===== src/verilog/video_pdu_rx.sv =====
// Package and receive-side parser for motion-video parameters and units
//
// Behaviour
// - Region list: type 4, length sixteen per rectangle
// - Rectangle is four signed words, low before high
// - Key record type 5, length gives key size
// - Frame period type 6, length 4, one word
// - Colour record type 3, length 4, four bytes
// - Format bit 0 flags synchronous clocks
// - Format bits 2:1 component format, 11 reserved
// - Format bit 3 selects full or consumer range
// - Format bit 4 selects the YCbCr standard
// - Format bits 7:5 bits per component
// - Stereo byte bit 0 flags even line count
// - Stereo bits 2:1 eye order, 10 never used
// - Stream closed once close response passes
// - Unit header 00, channel, 28, 01, total length
// - Two reserved control bits carry nothing
// - Device advertises its video command support
// - Parameters change live, no channel reopen
// - Unknown parameter answered as invalid parameter
`default_nettype none

package video_pdu_pkg;
  localparam int          WORD_W      = 32;
  localparam int          FIFO_W      = 34;
  localparam int          FIFO_DEPTH  = 16;
  localparam logic [15:0] TYPE_PLACE  = 16'h0001;
  localparam logic [15:0] TYPE_SRCCNT = 16'h0002;
  localparam logic [15:0] TYPE_COLOR  = 16'h0003;
  localparam logic [15:0] TYPE_REGION = 16'h0004;
  localparam logic [15:0] TYPE_KEY    = 16'h0005;
  localparam logic [15:0] TYPE_PERIOD = 16'h0006;
  localparam logic [15:0] LEN_ONE     = 16'h0004;
  localparam logic [15:0] LEN_TWO     = 16'h0008;
  localparam logic [15:0] RECT_MASK   = 16'h000F;
  localparam logic [7:0]  UNIT_LEAD   = 8'h00;
  localparam logic [7:0]  UNIT_CLASS  = 8'h28;
  localparam logic [7:0]  UNIT_VIDEO  = 8'h01;
  localparam logic [7:0]  ZERO_BYTE   = 8'h00;
  localparam int          LAST_BIT    = 31;
  localparam int          FIRST_BIT   = 30;
  localparam int          VIEW_MSB    = 27;
  localparam int          VIEW_LSB    = 16;
  localparam logic [1:0]  FMT_RSV     = 2'h3;
  localparam logic [1:0]  STEREO_RSV  = 2'h2;
  localparam logic [4:0]  STEREO_PAD  = 5'h00;
  localparam logic [11:0] VIEW_WHOLE  = 12'h000;
  localparam logic [15:0] CODEC_NONE  = 16'h0000;
  localparam logic [13:0] CNT_RESET   = 14'h0000;

  typedef enum logic [2:0] {
    S_HEAD  = 3'h0,
    S_CLASS = 3'h1,
    S_STAMP = 3'h3,
    S_SEQ   = 3'h2,
    S_CTL   = 3'h6,
    S_DATA  = 3'h7,
    S_BODY  = 3'h5,
    S_SKIP  = 3'h4
  } state_t;
endpackage

////////////////////////////////////////////////////////////////////////////////

module video_pdu_rx #(
  parameter logic VIDEO_CMD_SUPPORT = 1'b1
) (
  // Clock and reset
  input  wire logic        clk_i,
  input  wire logic        rst_i,
  // Channel control
  input  wire logic [23:0] chan_id_i,
  input  wire logic        open_i,
  input  wire logic        close_resp_i,
  output logic             stream_closed_o,
  output logic             video_support_o,
  // Incoming words, cmd_i high for video unit words
  input  wire logic [31:0] in_data_i,
  input  wire logic        in_cmd_i,
  input  wire logic        in_last_i,
  input  wire logic        in_valid_i,
  output logic             in_ready_o,
  // Region list
  output logic [31:0]      rect_x_lo_o,
  output logic [31:0]      rect_y_lo_o,
  output logic [31:0]      rect_x_hi_o,
  output logic [31:0]      rect_y_hi_o,
  output logic             rect_valid_o,
  // Key and frame period
  output logic [31:0]      color_key_o,
  output logic [15:0]      color_key_len_o,
  output logic [31:0]      frame_period_o,
  // Colorimetry
  output logic [7:0]       pixel_format_byte_o,
  output logic [7:0]       stereo_interlace_byte_o,
  output logic             sync_clk_o,
  output logic [1:0]       comp_fmt_o,
  output logic             cea_range_o,
  output logic             bt709_o,
  output logic [4:0]       bits_per_comp_o,
  output logic             lines_even_o,
  output logic [1:0]       stereo_o,
  output logic             color_valid_o,
  // Video unit header
  output logic [31:0]      channel_timestamp_o,
  output logic [15:0]      tx_seq_o,
  output logic [15:0]      rx_seq_o,
  output logic             frame_last_flag_o,
  output logic             frame_first_flag_o,
  output logic [11:0]      target_view_index_o,
  output logic             whole_display_o,
  output logic [15:0]      codec_index_o,
  output logic             codec_none_o,
  output logic             hdr_valid_o,
  output logic             present_hint_o,
  // Video payload
  output logic [31:0]      vid_data_o,
  output logic             vid_end_o,
  output logic             vid_valid_o,
  input  wire logic        vid_ready_i,
  // Errors, one-cycle pulses; invalid_type_o holds the last unknown type
  output logic             frame_err_o,
  output logic             enc_err_o,
  output logic             seq_err_o,
  output logic             invalid_param_o,
  output logic [15:0]      invalid_type_o
);

  function automatic logic [15:0] bytes_of(input logic [13:0] words);
    bytes_of = {words, 2'b00};
  endfunction

  // Unknown widths decode to zero
  function automatic logic [4:0] bpc_of(input logic [2:0] code);
    case (code)
      3'h0:    bpc_of = 5'h06;
      3'h1:    bpc_of = 5'h08;
      3'h2:    bpc_of = 5'h0A;
      3'h3:    bpc_of = 5'h0C;
      3'h4:    bpc_of = 5'h10;
      default: bpc_of = 5'h00;
    endcase
  endfunction

  //////////////////////////////////////////////////////////////////////////////

  logic [33:0]                f_data;
  logic                       f_valid;
  logic                       fifo_ready;
  video_pdu_pkg::state_t      state_reg;
  video_pdu_pkg::state_t      state_next;
  logic [13:0]                cnt_reg;
  logic [15:0]                ptype_reg;
  logic [15:0]                plen_reg;
  logic [15:0]                vlen_reg;
  logic                       prev_last_reg;
  logic [31:0]                rect_reg [4];
  localparam int              VMSB = video_pdu_pkg::VIEW_MSB;
  localparam int              VLSB = video_pdu_pkg::VIEW_LSB;

  // Payload consumer stall backs up into the FIFO and the source
  wire        stall    = vid_valid_o && !vid_ready_i;
  wire        pop_ok   = !stall;

  video_pdu_fifo #(
    .W (video_pdu_pkg::FIFO_W),
    .D (video_pdu_pkg::FIFO_DEPTH)
  ) u_fifo (
    .clk_i      (clk_i),
    .rst_i      (rst_i),
    .wr_data_i  ({in_cmd_i, in_last_i, in_data_i}),
    .wr_valid_i (in_valid_i && in_ready_o),
    .wr_ready_o (fifo_ready),
    .rd_data_o  (f_data),
    .rd_valid_o (f_valid),
    .rd_ready_i (pop_ok)
  );

  wire        pop      = f_valid && pop_ok;
  wire [31:0] w        = f_data[31:0];
  wire        w_last   = f_data[32];
  wire        w_cmd    = f_data[33];
  wire [15:0] w_hi     = w[31:16];
  wire [15:0] w_lo     = w[15:0];
  wire [13:0] body_idx = cnt_reg - 14'h0001;
  wire        live     = !stream_closed_o && !close_resp_i;

  // Header decode; type 3 with two words is a pixel count record
  wire is_region = w_hi == video_pdu_pkg::TYPE_REGION;
  wire is_key    = w_hi == video_pdu_pkg::TYPE_KEY;
  wire is_period = w_hi == video_pdu_pkg::TYPE_PERIOD
                && w_lo == video_pdu_pkg::LEN_ONE;
  wire is_color  = w_hi == video_pdu_pkg::TYPE_COLOR
                && w_lo == video_pdu_pkg::LEN_ONE;
  wire is_other  = w_hi == video_pdu_pkg::TYPE_PLACE
                || w_hi == video_pdu_pkg::TYPE_SRCCNT
                || (w_hi == video_pdu_pkg::TYPE_COLOR
                    && w_lo == video_pdu_pkg::LEN_TWO);
  wire known     = is_region || is_key || is_period || is_color || is_other;
  wire region_ok = (w_lo & video_pdu_pkg::RECT_MASK) == 16'h0000;

  // Unit header checks, bytes taken most significant first
  wire lead_ok   = w[31:24] == video_pdu_pkg::UNIT_LEAD
                && w[23:0] == chan_id_i;
  wire class_ok  = w[31:24] == video_pdu_pkg::UNIT_CLASS
                && w[23:16] == video_pdu_pkg::UNIT_VIDEO;

  // Colour byte decode
  wire [7:0] fmt_b    = w[31:24];
  wire [7:0] ster_b   = w[23:16];
  wire       color_bad = fmt_b[2:1] == video_pdu_pkg::FMT_RSV
                      || bpc_of(fmt_b[7:5]) == 5'h00
                      || ster_b[2:1] == video_pdu_pkg::STEREO_RSV
                      || ster_b[7:3] != video_pdu_pkg::STEREO_PAD
                      || w[15:8] != video_pdu_pkg::ZERO_BYTE
                      || w[7:0] != video_pdu_pkg::ZERO_BYTE;

  // Length closes the record on the word marked last
  wire plen_ok = plen_reg == bytes_of(cnt_reg);
  wire vlen_ok = vlen_reg == bytes_of(cnt_reg + 14'h0001);
  wire in_body = state_reg == video_pdu_pkg::S_BODY;
  wire in_data = state_reg == video_pdu_pkg::S_DATA;
  wire vid_en  = w_cmd && VIDEO_CMD_SUPPORT;

  //////////////////////////////////////////////////////////////////////////////

  always_comb begin
    state_next = state_reg;
    case (state_reg)
      video_pdu_pkg::S_HEAD: begin
        if (!vid_en && w_cmd)
          state_next = video_pdu_pkg::S_SKIP;
        else if (w_cmd)
          state_next = lead_ok ? video_pdu_pkg::S_CLASS
                               : video_pdu_pkg::S_SKIP;
        else
          state_next = (known && (!is_region || region_ok))
                       ? video_pdu_pkg::S_BODY : video_pdu_pkg::S_SKIP;
      end
      video_pdu_pkg::S_CLASS:
        state_next = class_ok ? video_pdu_pkg::S_STAMP
                              : video_pdu_pkg::S_SKIP;
      video_pdu_pkg::S_STAMP: state_next = video_pdu_pkg::S_SEQ;
      video_pdu_pkg::S_SEQ:   state_next = video_pdu_pkg::S_CTL;
      video_pdu_pkg::S_CTL:   state_next = video_pdu_pkg::S_DATA;
      video_pdu_pkg::S_DATA:  state_next = video_pdu_pkg::S_DATA;
      video_pdu_pkg::S_BODY:  state_next = video_pdu_pkg::S_BODY;
      video_pdu_pkg::S_SKIP:  state_next = video_pdu_pkg::S_SKIP;
      default:                state_next = video_pdu_pkg::S_HEAD;
    endcase
    if (!live)
      state_next = video_pdu_pkg::S_SKIP;
    if (w_last)
      state_next = video_pdu_pkg::S_HEAD;
  end

  always_ff @(posedge clk_i or posedge rst_i) begin
    if (rst_i) begin
      state_reg <= video_pdu_pkg::S_HEAD;
      cnt_reg   <= video_pdu_pkg::CNT_RESET;
    end else if (pop) begin
      state_reg <= state_next;
      cnt_reg   <= w_last ? video_pdu_pkg::CNT_RESET
                          : cnt_reg + 14'h0001;
    end
  end

  always_ff @(posedge clk_i or posedge rst_i) begin
    if (rst_i) begin
      stream_closed_o <= 1'b0;
      video_support_o <= 1'b0;
      in_ready_o      <= 1'b0;
    end else begin
      // Close wins over a reopen in the same cycle
      stream_closed_o <= close_resp_i || (stream_closed_o && !open_i);
      video_support_o <= VIDEO_CMD_SUPPORT;
      // Half rate input: a registered ready never promises a full slot
      in_ready_o      <= fifo_ready && !(in_valid_i && in_ready_o);
    end
  end

  //////////////////////////////////////////////////////////////////////////////

  // Rectangle words land by position within each group of four
  generate
    for (genvar i = 0; i < 4; i++) begin : g_rect
      always_ff @(posedge clk_i or posedge rst_i) begin
        if (rst_i)
          rect_reg[i] <= 32'h0000_0000;
        else if (pop && in_body && ptype_reg == video_pdu_pkg::TYPE_REGION
                 && body_idx[1:0] == 2'(i))
          rect_reg[i] <= w;
      end
    end
  endgenerate

  wire rect_done = pop && in_body && body_idx[1:0] == 2'h3
                && ptype_reg == video_pdu_pkg::TYPE_REGION;
  wire body0     = pop && in_body && cnt_reg == 14'h0001;

  always_ff @(posedge clk_i or posedge rst_i) begin
    if (rst_i) begin
      ptype_reg <= 16'h0000;
      plen_reg  <= 16'h0000;
      vlen_reg  <= 16'h0000;
    end else if (pop) begin
      if (state_reg == video_pdu_pkg::S_HEAD) begin
        ptype_reg <= w_hi;
        plen_reg  <= w_lo;
      end
      if (state_reg == video_pdu_pkg::S_CLASS)
        vlen_reg <= w_lo;
    end
  end

  // Parameters apply on arrival, so a change record retunes a live stream
  always_ff @(posedge clk_i or posedge rst_i) begin
    if (rst_i) begin
      rect_x_lo_o     <= 32'h0000_0000;
      rect_y_lo_o     <= 32'h0000_0000;
      rect_x_hi_o     <= 32'h0000_0000;
      rect_y_hi_o     <= 32'h0000_0000;
      rect_valid_o    <= 1'b0;
      color_key_o     <= 32'h0000_0000;
      color_key_len_o <= 16'h0000;
      frame_period_o  <= 32'h0000_0000;
    end else begin
      rect_valid_o <= rect_done;
      if (rect_done) begin
        rect_x_lo_o <= rect_reg[0];
        rect_y_lo_o <= rect_reg[1];
        rect_x_hi_o <= rect_reg[2];
        rect_y_hi_o <= w;
      end
      // Only the first key word is kept; wider keys are truncated
      if (body0 && ptype_reg == video_pdu_pkg::TYPE_KEY) begin
        color_key_o     <= w;
        color_key_len_o <= plen_reg;
      end
      if (body0 && ptype_reg == video_pdu_pkg::TYPE_PERIOD
          && plen_reg == video_pdu_pkg::LEN_ONE)
        frame_period_o <= w;
    end
  end

  wire color_hit = body0 && ptype_reg == video_pdu_pkg::TYPE_COLOR
                && plen_reg == video_pdu_pkg::LEN_ONE;

  always_ff @(posedge clk_i or posedge rst_i) begin
    if (rst_i) begin
      pixel_format_byte_o     <= 8'h00;
      stereo_interlace_byte_o <= 8'h00;
      sync_clk_o              <= 1'b0;
      comp_fmt_o              <= 2'h0;
      cea_range_o             <= 1'b0;
      bt709_o                 <= 1'b0;
      bits_per_comp_o         <= 5'h00;
      lines_even_o            <= 1'b0;
      stereo_o                <= 2'h0;
      color_valid_o           <= 1'b0;
    end else begin
      color_valid_o <= color_hit;
      if (color_hit) begin
        pixel_format_byte_o     <= fmt_b;
        stereo_interlace_byte_o <= ster_b;
        sync_clk_o              <= fmt_b[0];
        comp_fmt_o              <= fmt_b[2:1];
        cea_range_o             <= fmt_b[3];
        bt709_o                 <= fmt_b[4];
        bits_per_comp_o         <= bpc_of(fmt_b[7:5]);
        lines_even_o            <= ster_b[0];
        stereo_o                <= ster_b[2:1];
      end
    end
  end

  //////////////////////////////////////////////////////////////////////////////

  wire ctl_hit = pop && state_reg == video_pdu_pkg::S_CTL && live;

  always_ff @(posedge clk_i or posedge rst_i) begin
    if (rst_i) begin
      channel_timestamp_o <= 32'h0000_0000;
      tx_seq_o            <= 16'h0000;
      rx_seq_o            <= 16'h0000;
      frame_last_flag_o   <= 1'b0;
      frame_first_flag_o  <= 1'b0;
      target_view_index_o <= 12'h000;
      whole_display_o     <= 1'b0;
      codec_index_o       <= 16'h0000;
      codec_none_o        <= 1'b0;
      hdr_valid_o         <= 1'b0;
      prev_last_reg       <= 1'b0;
    end else begin
      hdr_valid_o <= ctl_hit;
      if (pop && state_reg == video_pdu_pkg::S_STAMP)
        channel_timestamp_o <= w;
      if (pop && state_reg == video_pdu_pkg::S_SEQ) begin
        tx_seq_o <= w_hi;
        rx_seq_o <= w_lo;
      end
      // Bits 29:28 are dropped on purpose
      if (ctl_hit) begin
        frame_last_flag_o   <= w[video_pdu_pkg::LAST_BIT];
        frame_first_flag_o  <= w[video_pdu_pkg::FIRST_BIT];
        target_view_index_o <= w[VMSB:VLSB];
        whole_display_o     <= w[VMSB:VLSB] == video_pdu_pkg::VIEW_WHOLE;
        codec_index_o       <= w_lo;
        codec_none_o        <= w_lo == video_pdu_pkg::CODEC_NONE;
        prev_last_reg       <= w[video_pdu_pkg::LAST_BIT];
      end
    end
  end

  always_ff @(posedge clk_i or posedge rst_i) begin
    if (rst_i) begin
      vid_data_o     <= 32'h0000_0000;
      vid_end_o      <= 1'b0;
      vid_valid_o    <= 1'b0;
      present_hint_o <= 1'b0;
    end else begin
      present_hint_o <= pop && in_data && w_last && frame_last_flag_o;
      if (pop && in_data && live) begin
        vid_data_o  <= w;
        vid_end_o   <= w_last;
        vid_valid_o <= 1'b1;
      end else if (vid_ready_i) begin
        vid_valid_o <= 1'b0;
      end
    end
  end

  // Unit ending after its lead word but before its data, or with a wrong length, counts as a framing error
  wire early_end = pop && w_last && (state_reg == video_pdu_pkg::S_CLASS
                || state_reg == video_pdu_pkg::S_STAMP
                || state_reg == video_pdu_pkg::S_SEQ
                || state_reg == video_pdu_pkg::S_CTL);
  wire bad_head  = pop && state_reg == video_pdu_pkg::S_HEAD && live
                && ((w_cmd && vid_en && !lead_ok)
                    || (!w_cmd && is_region && !region_ok));
  wire bad_len   = pop && w_last && ((in_body && !plen_ok)
                || (in_data && !vlen_ok)
                || (state_reg == video_pdu_pkg::S_HEAD && !w_cmd
                    && known && w_lo != 16'h0000));
  wire bad_class = pop && state_reg == video_pdu_pkg::S_CLASS && !class_ok;
  wire unknown   = pop && state_reg == video_pdu_pkg::S_HEAD && live
                && !w_cmd && !known;

  always_ff @(posedge clk_i or posedge rst_i) begin
    if (rst_i) begin
      frame_err_o     <= 1'b0;
      enc_err_o       <= 1'b0;
      seq_err_o       <= 1'b0;
      invalid_param_o <= 1'b0;
      invalid_type_o  <= 16'h0000;
    end else begin
      frame_err_o     <= early_end || bad_head || bad_len || bad_class;
      enc_err_o       <= color_hit && color_bad;
      seq_err_o       <= ctl_hit && prev_last_reg
                      && !w[video_pdu_pkg::FIRST_BIT];
      invalid_param_o <= unknown;
      if (unknown)
        invalid_type_o <= w_hi;
    end
  end

  //////////////////////////////////////////////////////////////////////////////

  closed_hold_a: assert property (@(posedge clk_i) disable iff (rst_i)
    close_resp_i |=> stream_closed_o [*2])
    else $error("stream not held closed after close response");
  view_whole_a: assert property (@(posedge clk_i) disable iff (rst_i)
    hdr_valid_o |-> whole_display_o == (target_view_index_o == 12'h000))
    else $error("whole display flag disagrees with view index");
  codec_none_a: assert property (@(posedge clk_i) disable iff (rst_i)
    hdr_valid_o |-> codec_none_o == (codec_index_o == 16'h0000))
    else $error("unencoded flag disagrees with codec index");
  sync_bit_a: assert property (@(posedge clk_i) disable iff (rst_i)
    color_valid_o |-> sync_clk_o == pixel_format_byte_o[0])
    else $error("sync clock flag wrong");
  range_bit_a: assert property (@(posedge clk_i) disable iff (rst_i)
    color_valid_o |-> cea_range_o == pixel_format_byte_o[3])
    else $error("range flag wrong");
  bpc_eight_a: assert property (@(posedge clk_i) disable iff (rst_i)
    color_valid_o && pixel_format_byte_o[7:5] == 3'h1
      |-> bits_per_comp_o == 5'h08)
    else $error("bits per component wrong");
  fmt_rsv_a: assert property (@(posedge clk_i) disable iff (rst_i)
    color_valid_o && pixel_format_byte_o[2:1] == 2'h3 |-> enc_err_o)
    else $error("reserved component format not flagged");
  stereo_rsv_a: assert property (@(posedge clk_i) disable iff (rst_i)
    color_valid_o && stereo_interlace_byte_o[2:1] == 2'h2 |-> enc_err_o)
    else $error("reserved stereo code not flagged");
  vid_hold_a: assert property (@(posedge clk_i) disable iff (rst_i)
    vid_valid_o && !vid_ready_i |=> vid_valid_o && $stable(vid_data_o))
    else $error("payload dropped while stalled");

endmodule

`default_nettype wire


===== src/verilog/video_pdu_fifo.sv =====
// Word FIFO with a registered read stage
`default_nettype none

module video_pdu_fifo #(
  parameter int W = 34,
  parameter int D = 16
) (
  // Clock and reset
  input  wire logic         clk_i,
  input  wire logic         rst_i,
  // Fill side
  input  wire logic [W-1:0] wr_data_i,
  input  wire logic         wr_valid_i,
  output logic              wr_ready_o,
  // Drain side
  output logic [W-1:0]      rd_data_o,
  output logic              rd_valid_o,
  input  wire logic         rd_ready_i
);

  localparam int AW = $clog2(D);

  logic [W-1:0] mem [D];
  logic [AW-1:0] wr_ptr_reg;
  logic [AW-1:0] rd_ptr_reg;
  logic [AW:0]   count_reg;

  assign wr_ready_o = count_reg != (AW+1)'(D);
  wire push = wr_valid_i && wr_ready_o;
  // Output stage refills whenever it is empty or being taken
  wire load = count_reg != '0 && (!rd_valid_o || rd_ready_i);

  always_ff @(posedge clk_i) begin
    if (push)
      mem[wr_ptr_reg] <= wr_data_i;
  end

  always_ff @(posedge clk_i or posedge rst_i) begin
    if (rst_i) begin
      wr_ptr_reg <= '0;
      rd_ptr_reg <= '0;
      count_reg  <= '0;
      rd_data_o  <= '0;
      rd_valid_o <= 1'b0;
    end else begin
      if (push)
        wr_ptr_reg <= wr_ptr_reg + AW'(1);
      if (load) begin
        rd_ptr_reg <= rd_ptr_reg + AW'(1);
        rd_data_o  <= mem[rd_ptr_reg];
        rd_valid_o <= 1'b1;
      end else if (rd_ready_i) begin
        rd_valid_o <= 1'b0;
      end
      count_reg <= count_reg + (AW+1)'(push) - (AW+1)'(load);
    end
  end

endmodule

`default_nettype wire


===== config.mk =====
export PLATFORM = sky130hd
export DESIGN_NAME = video_pdu_rx
export DESIGN_NICKNAME = d
export VERILOG_FILES = /design/src/verilog/video_pdu_rx.sv /design/src/verilog/video_pdu_fifo.sv
export SDC_FILE = /design/constraint.sdc
export NUM_CORES = 2
export LEC_CHECK = 0
export BUFFER_PORTS_ARGS = -buffer_cell sky130_fd_sc_hd__clkbuf_2
export CORE_MARGIN = 2
export CORE_UTILIZATION = 43
export CTS_BUF_LIST = sky130_fd_sc_hd__clkbuf_16
export DETAILED_ROUTE_END_ITERATION = 8
export GPL_TIMING_DRIVEN = 0
export MAX_ROUTING_LAYER = met4
export PLACE_DENSITY = 0.66
export SLEW_MARGIN = 15
export SYNTH_ARGS = -nofsm -noshare
export SYNTH_HDL_FRONTEND = slang
export SYNTH_SLANG_ARGS = --single-unit
export TNS_END_PERCENT = 1

===== constraint.sdc =====
create_clock -name clk_i -period 22.9 [get_ports clk_i]
set_clock_uncertainty 0.05 [all_clocks]
set_input_delay 4.58 -clock clk_i [delete_from_list [all_inputs] [get_ports clk_i]]
set_output_delay 4.58 -clock clk_i [all_outputs]
set_load 0.03 [all_outputs]

==> flow_metrics.tcl <==
set metrics [dict create \
    drt_iter0_drc 2419 \
    fp.dieW_microns 326 \
    ys_seq_area_share_pct 70.0 \
    use_met2_pct 38.8 \
    wirelength_microns 127000 \
    clk-insertion-delay-late_ps 710 \
    avgSynthCellArea_sq_um 16.7 \
    holdCritPathClass "register to register" \
    grt_usage_pct 24.5 \
    min-delay-start "stereo_interlace_byte_o[6]" \
    yosys-top-cells-area "edfxtp_1 (37%), dfrtp_1 (33%), mux2_2 (12%), mux4_2 (4.0%), mux2i_1 (2.7%)" \
    rrSetupSlack_ps 19170 \
    nets 3362 \
    cts_resized 0 \
    cts_sinks 1138 \
    cts.path.max_buffers 3 \
    n_fill_cell 8524 \
    synth_warnings 0 \
    use_met1_pct 31.9 \
    gp_congestion 0.940 \
    grt_util_met3_pct 5.12 \
    r2r-end "u_fifo.rd_data_o[29]" \
    busiest_layer "met2" \
    criticalPathCategory "input pin to register" \
    pre_cts_ws_ps 14870 \
    crit_path_start_kind "input pin" \
    worstPathMaxFanout 10 \
    vias_per_cell 5.47 \
    drc_errors 0 \
    cp-end-kind "register" \
    ys_seq_elements 1138 \
    vias 26100 \
    rows 118 \
    cts_root_buf "clkbuf_16" \
    tightest_slew_ps 1100 \
    ctsHoldBuffers 0 \
    cts_buffers 113 \
    grt_max_degree 109 \
    grt_pass1_wl_microns 183000 \
    antenna_left 0 \
    overflow 0 \
    io_pins 458 \
    cp.arrival_ps 7760 \
    rr_worst_depth 6 \
    layout_setup_ws_ps 15690 \
    synth-edff-count 544 \
    ys_types 64 \
    maxSlewHeadroom_pct 26.4 \
    post_cts_buffers 0 \
    cts_tree "built" \
    drive_gt1_share_pct 39.1 \
    routedWlPerCell_microns 26.6 \
    areaGrowthSynthToFinish_pct 19.3 \
    r2r_start "u_fifo.rd_ptr_reg[1]" \
    p_leak_nw 23.3 \
    cts-htree-levels 3 \
    powerDensity_nw_per_um2 111 \
    core_sq_um 103000 \
    drt_pass1_iterations 5 \
    hold_depth 2 \
    min_to "stereo_interlace_byte_o[6]" \
    synth_top_area_share_pct 36.7 \
    final-max-slew-violation-count 0 \
    synth-main-ff-cell "dfrtp_1" \
    grt_antenna_before_repair 11 \
    syn-num-nets 2752 \
    clk_pin_slew_ps 60 \
    fmax_mhz 139 \
    status "complete, no violations" \
    ys_async_sr_fraction_pct 52.2 \
    synth_area_sq_um 44600 \
    grt_pass1_vias 25800 \
    layout_min_cycle_time_ps 7210 \
    finalSetupViolations 0 \
    dp_cells 4546 \
    fin_crit_sh_pct 31.5 \
    die-area_sq_um 106000 \
    drv_cap 0 \
    synth_cells 2671 \
    rsz0062_at_grt "no" \
    final_cell_mix "dfrtp_1 (594), edfxtp_1 (544), mux2_2 (487)" \
    start_util_pct 43.2 \
    final_common_cell "dfrtp_1" \
    largest_reg_flops 544 \
    yosys.area.top_type "edfxtp_1" \
    die_h_microns 326 \
    dp_hpwl_microns 89200 \
    hold_viol_final 0 \
    required_ps 23450 \
    ir_worst_vdd_mv 0.0677 \
    io_buffers 456 \
    layout.cells.non_filler 4770 \
]
## worst max-delay path, stage by stage
cell and delay, ps:
clkbuf_2 90, nor2b_1 310, nand2_1 130, o21ai_0 210, clkbuf_1 570, inv_1 370, ha_1 380, inv_1 60
ha_1 170, inv_1 60, fa_1 430, inv_1 70, a21oi_1 60, nor2_1 90, nor2_1 60, xnor2_1 110
## power breakdown
group          internal [W]  leakage (nW)  switching (W)
logic              0.000533          8.36        0.00102
registers           0.00232          13.0       0.000161
clock network       0.00109          1.95       0.000798
total               0.00395          23.3        0.00198
## kinds of logic after synthesis
| logic type | Yosys count | share of synthesized area, % |
|---|---|---|
| DFF | 1138 | 70.0 |
| and+or+nand+nor | 340 | 3.52 |
| xor gates and xnor gates | 67 | 1.32 |
| adders and majority gates | 17 | 0.494 |
| AOI/OAI and AO/OA | 196 | 3.18 |
| buffers and inverters | 214 | 2.09 |
| other | 2 | 0.0169 |
| muxes | 697 | 19.4 |
## metrics by stage
stage	hold slack [ps]	util [%]	area [sq um]	power (W)	TNS, ps
4_1_cts	419	51.5	53100	0.00596	0
3_5_place_dp	407	47.8	49400	0.00407	0
6_report	421	51.5	53200	0.00593	0
2_1_floorplan	414	-	44600	0.00338	0
3_3_place_gp	406	47.1	48600	0.00402	-3254840
5_1_grt	444	51.5	53200	0.00615	0
## worst max-delay path by stage
stage	from	endpoint	cells past startpoint
global route	vid_ready_i	u_fifo.count_reg[4]	16
floorplan	rst_i	bits_per_comp_o[1]	1
CTS	vid_ready_i	u_fifo.count_reg[4]	16
global placement	rst_i	video_support_o	2
detailed placement	vid_ready_i	u_fifo.count_reg[4]	16
finish	vid_ready_i	u_fifo.count_reg[4]	16
## cells in the mapped netlist (3+ instances only)
library cell and n:
a21o_1 5, a21oi_1 20, a31oi_1 4, and2_1 4, and3_1 5, and4_1 3
buf_1 16, buf_2 41, buf_4 14, clkbuf_1 113, dfrtp_1 594, edfxtp_1 544
ha_1 16, inv_1 26, mux2_2 487, mux2_4 9, mux2i_1 121, mux4_2 80
nand2_1 186, nand2b_1 8, nand3_1 11, nand4_1 19, nor2_1 33, nor3_1 24
nor4_1 23, o21ai_0 53, o221ai_1 89, o22ai_1 4, or2_2 3, or3_1 6
or4_1 5, xnor2_1 42, xor2_1 25
## layout make-up
type | instances | area [sq um] | share of cell area (%)
well taps | 1380 | 1730 | 3.25
inverters | 28 | 113 | 0.212
multi-input cells | 1319 | 12500 | 23.6
flip-flops and latches | 1138 | 31200 | 58.7
clock inverters | 97 | 862 | 1.62
plain buffers | 186 | 833 | 1.57
repair buffers | 495 | 2940 | 5.53
clock buffers | 117 | 2930 | 5.51
diodes | 10 | 25.0 | 0.0471
## per-layer routing
layer  wire [microns]  vias up
met5                0        -
met4             3620        0
met3             9330      205
met2            61200     1035
met1            52900    13600
li1                 -    11300
(Power assumes the default switching activity.)
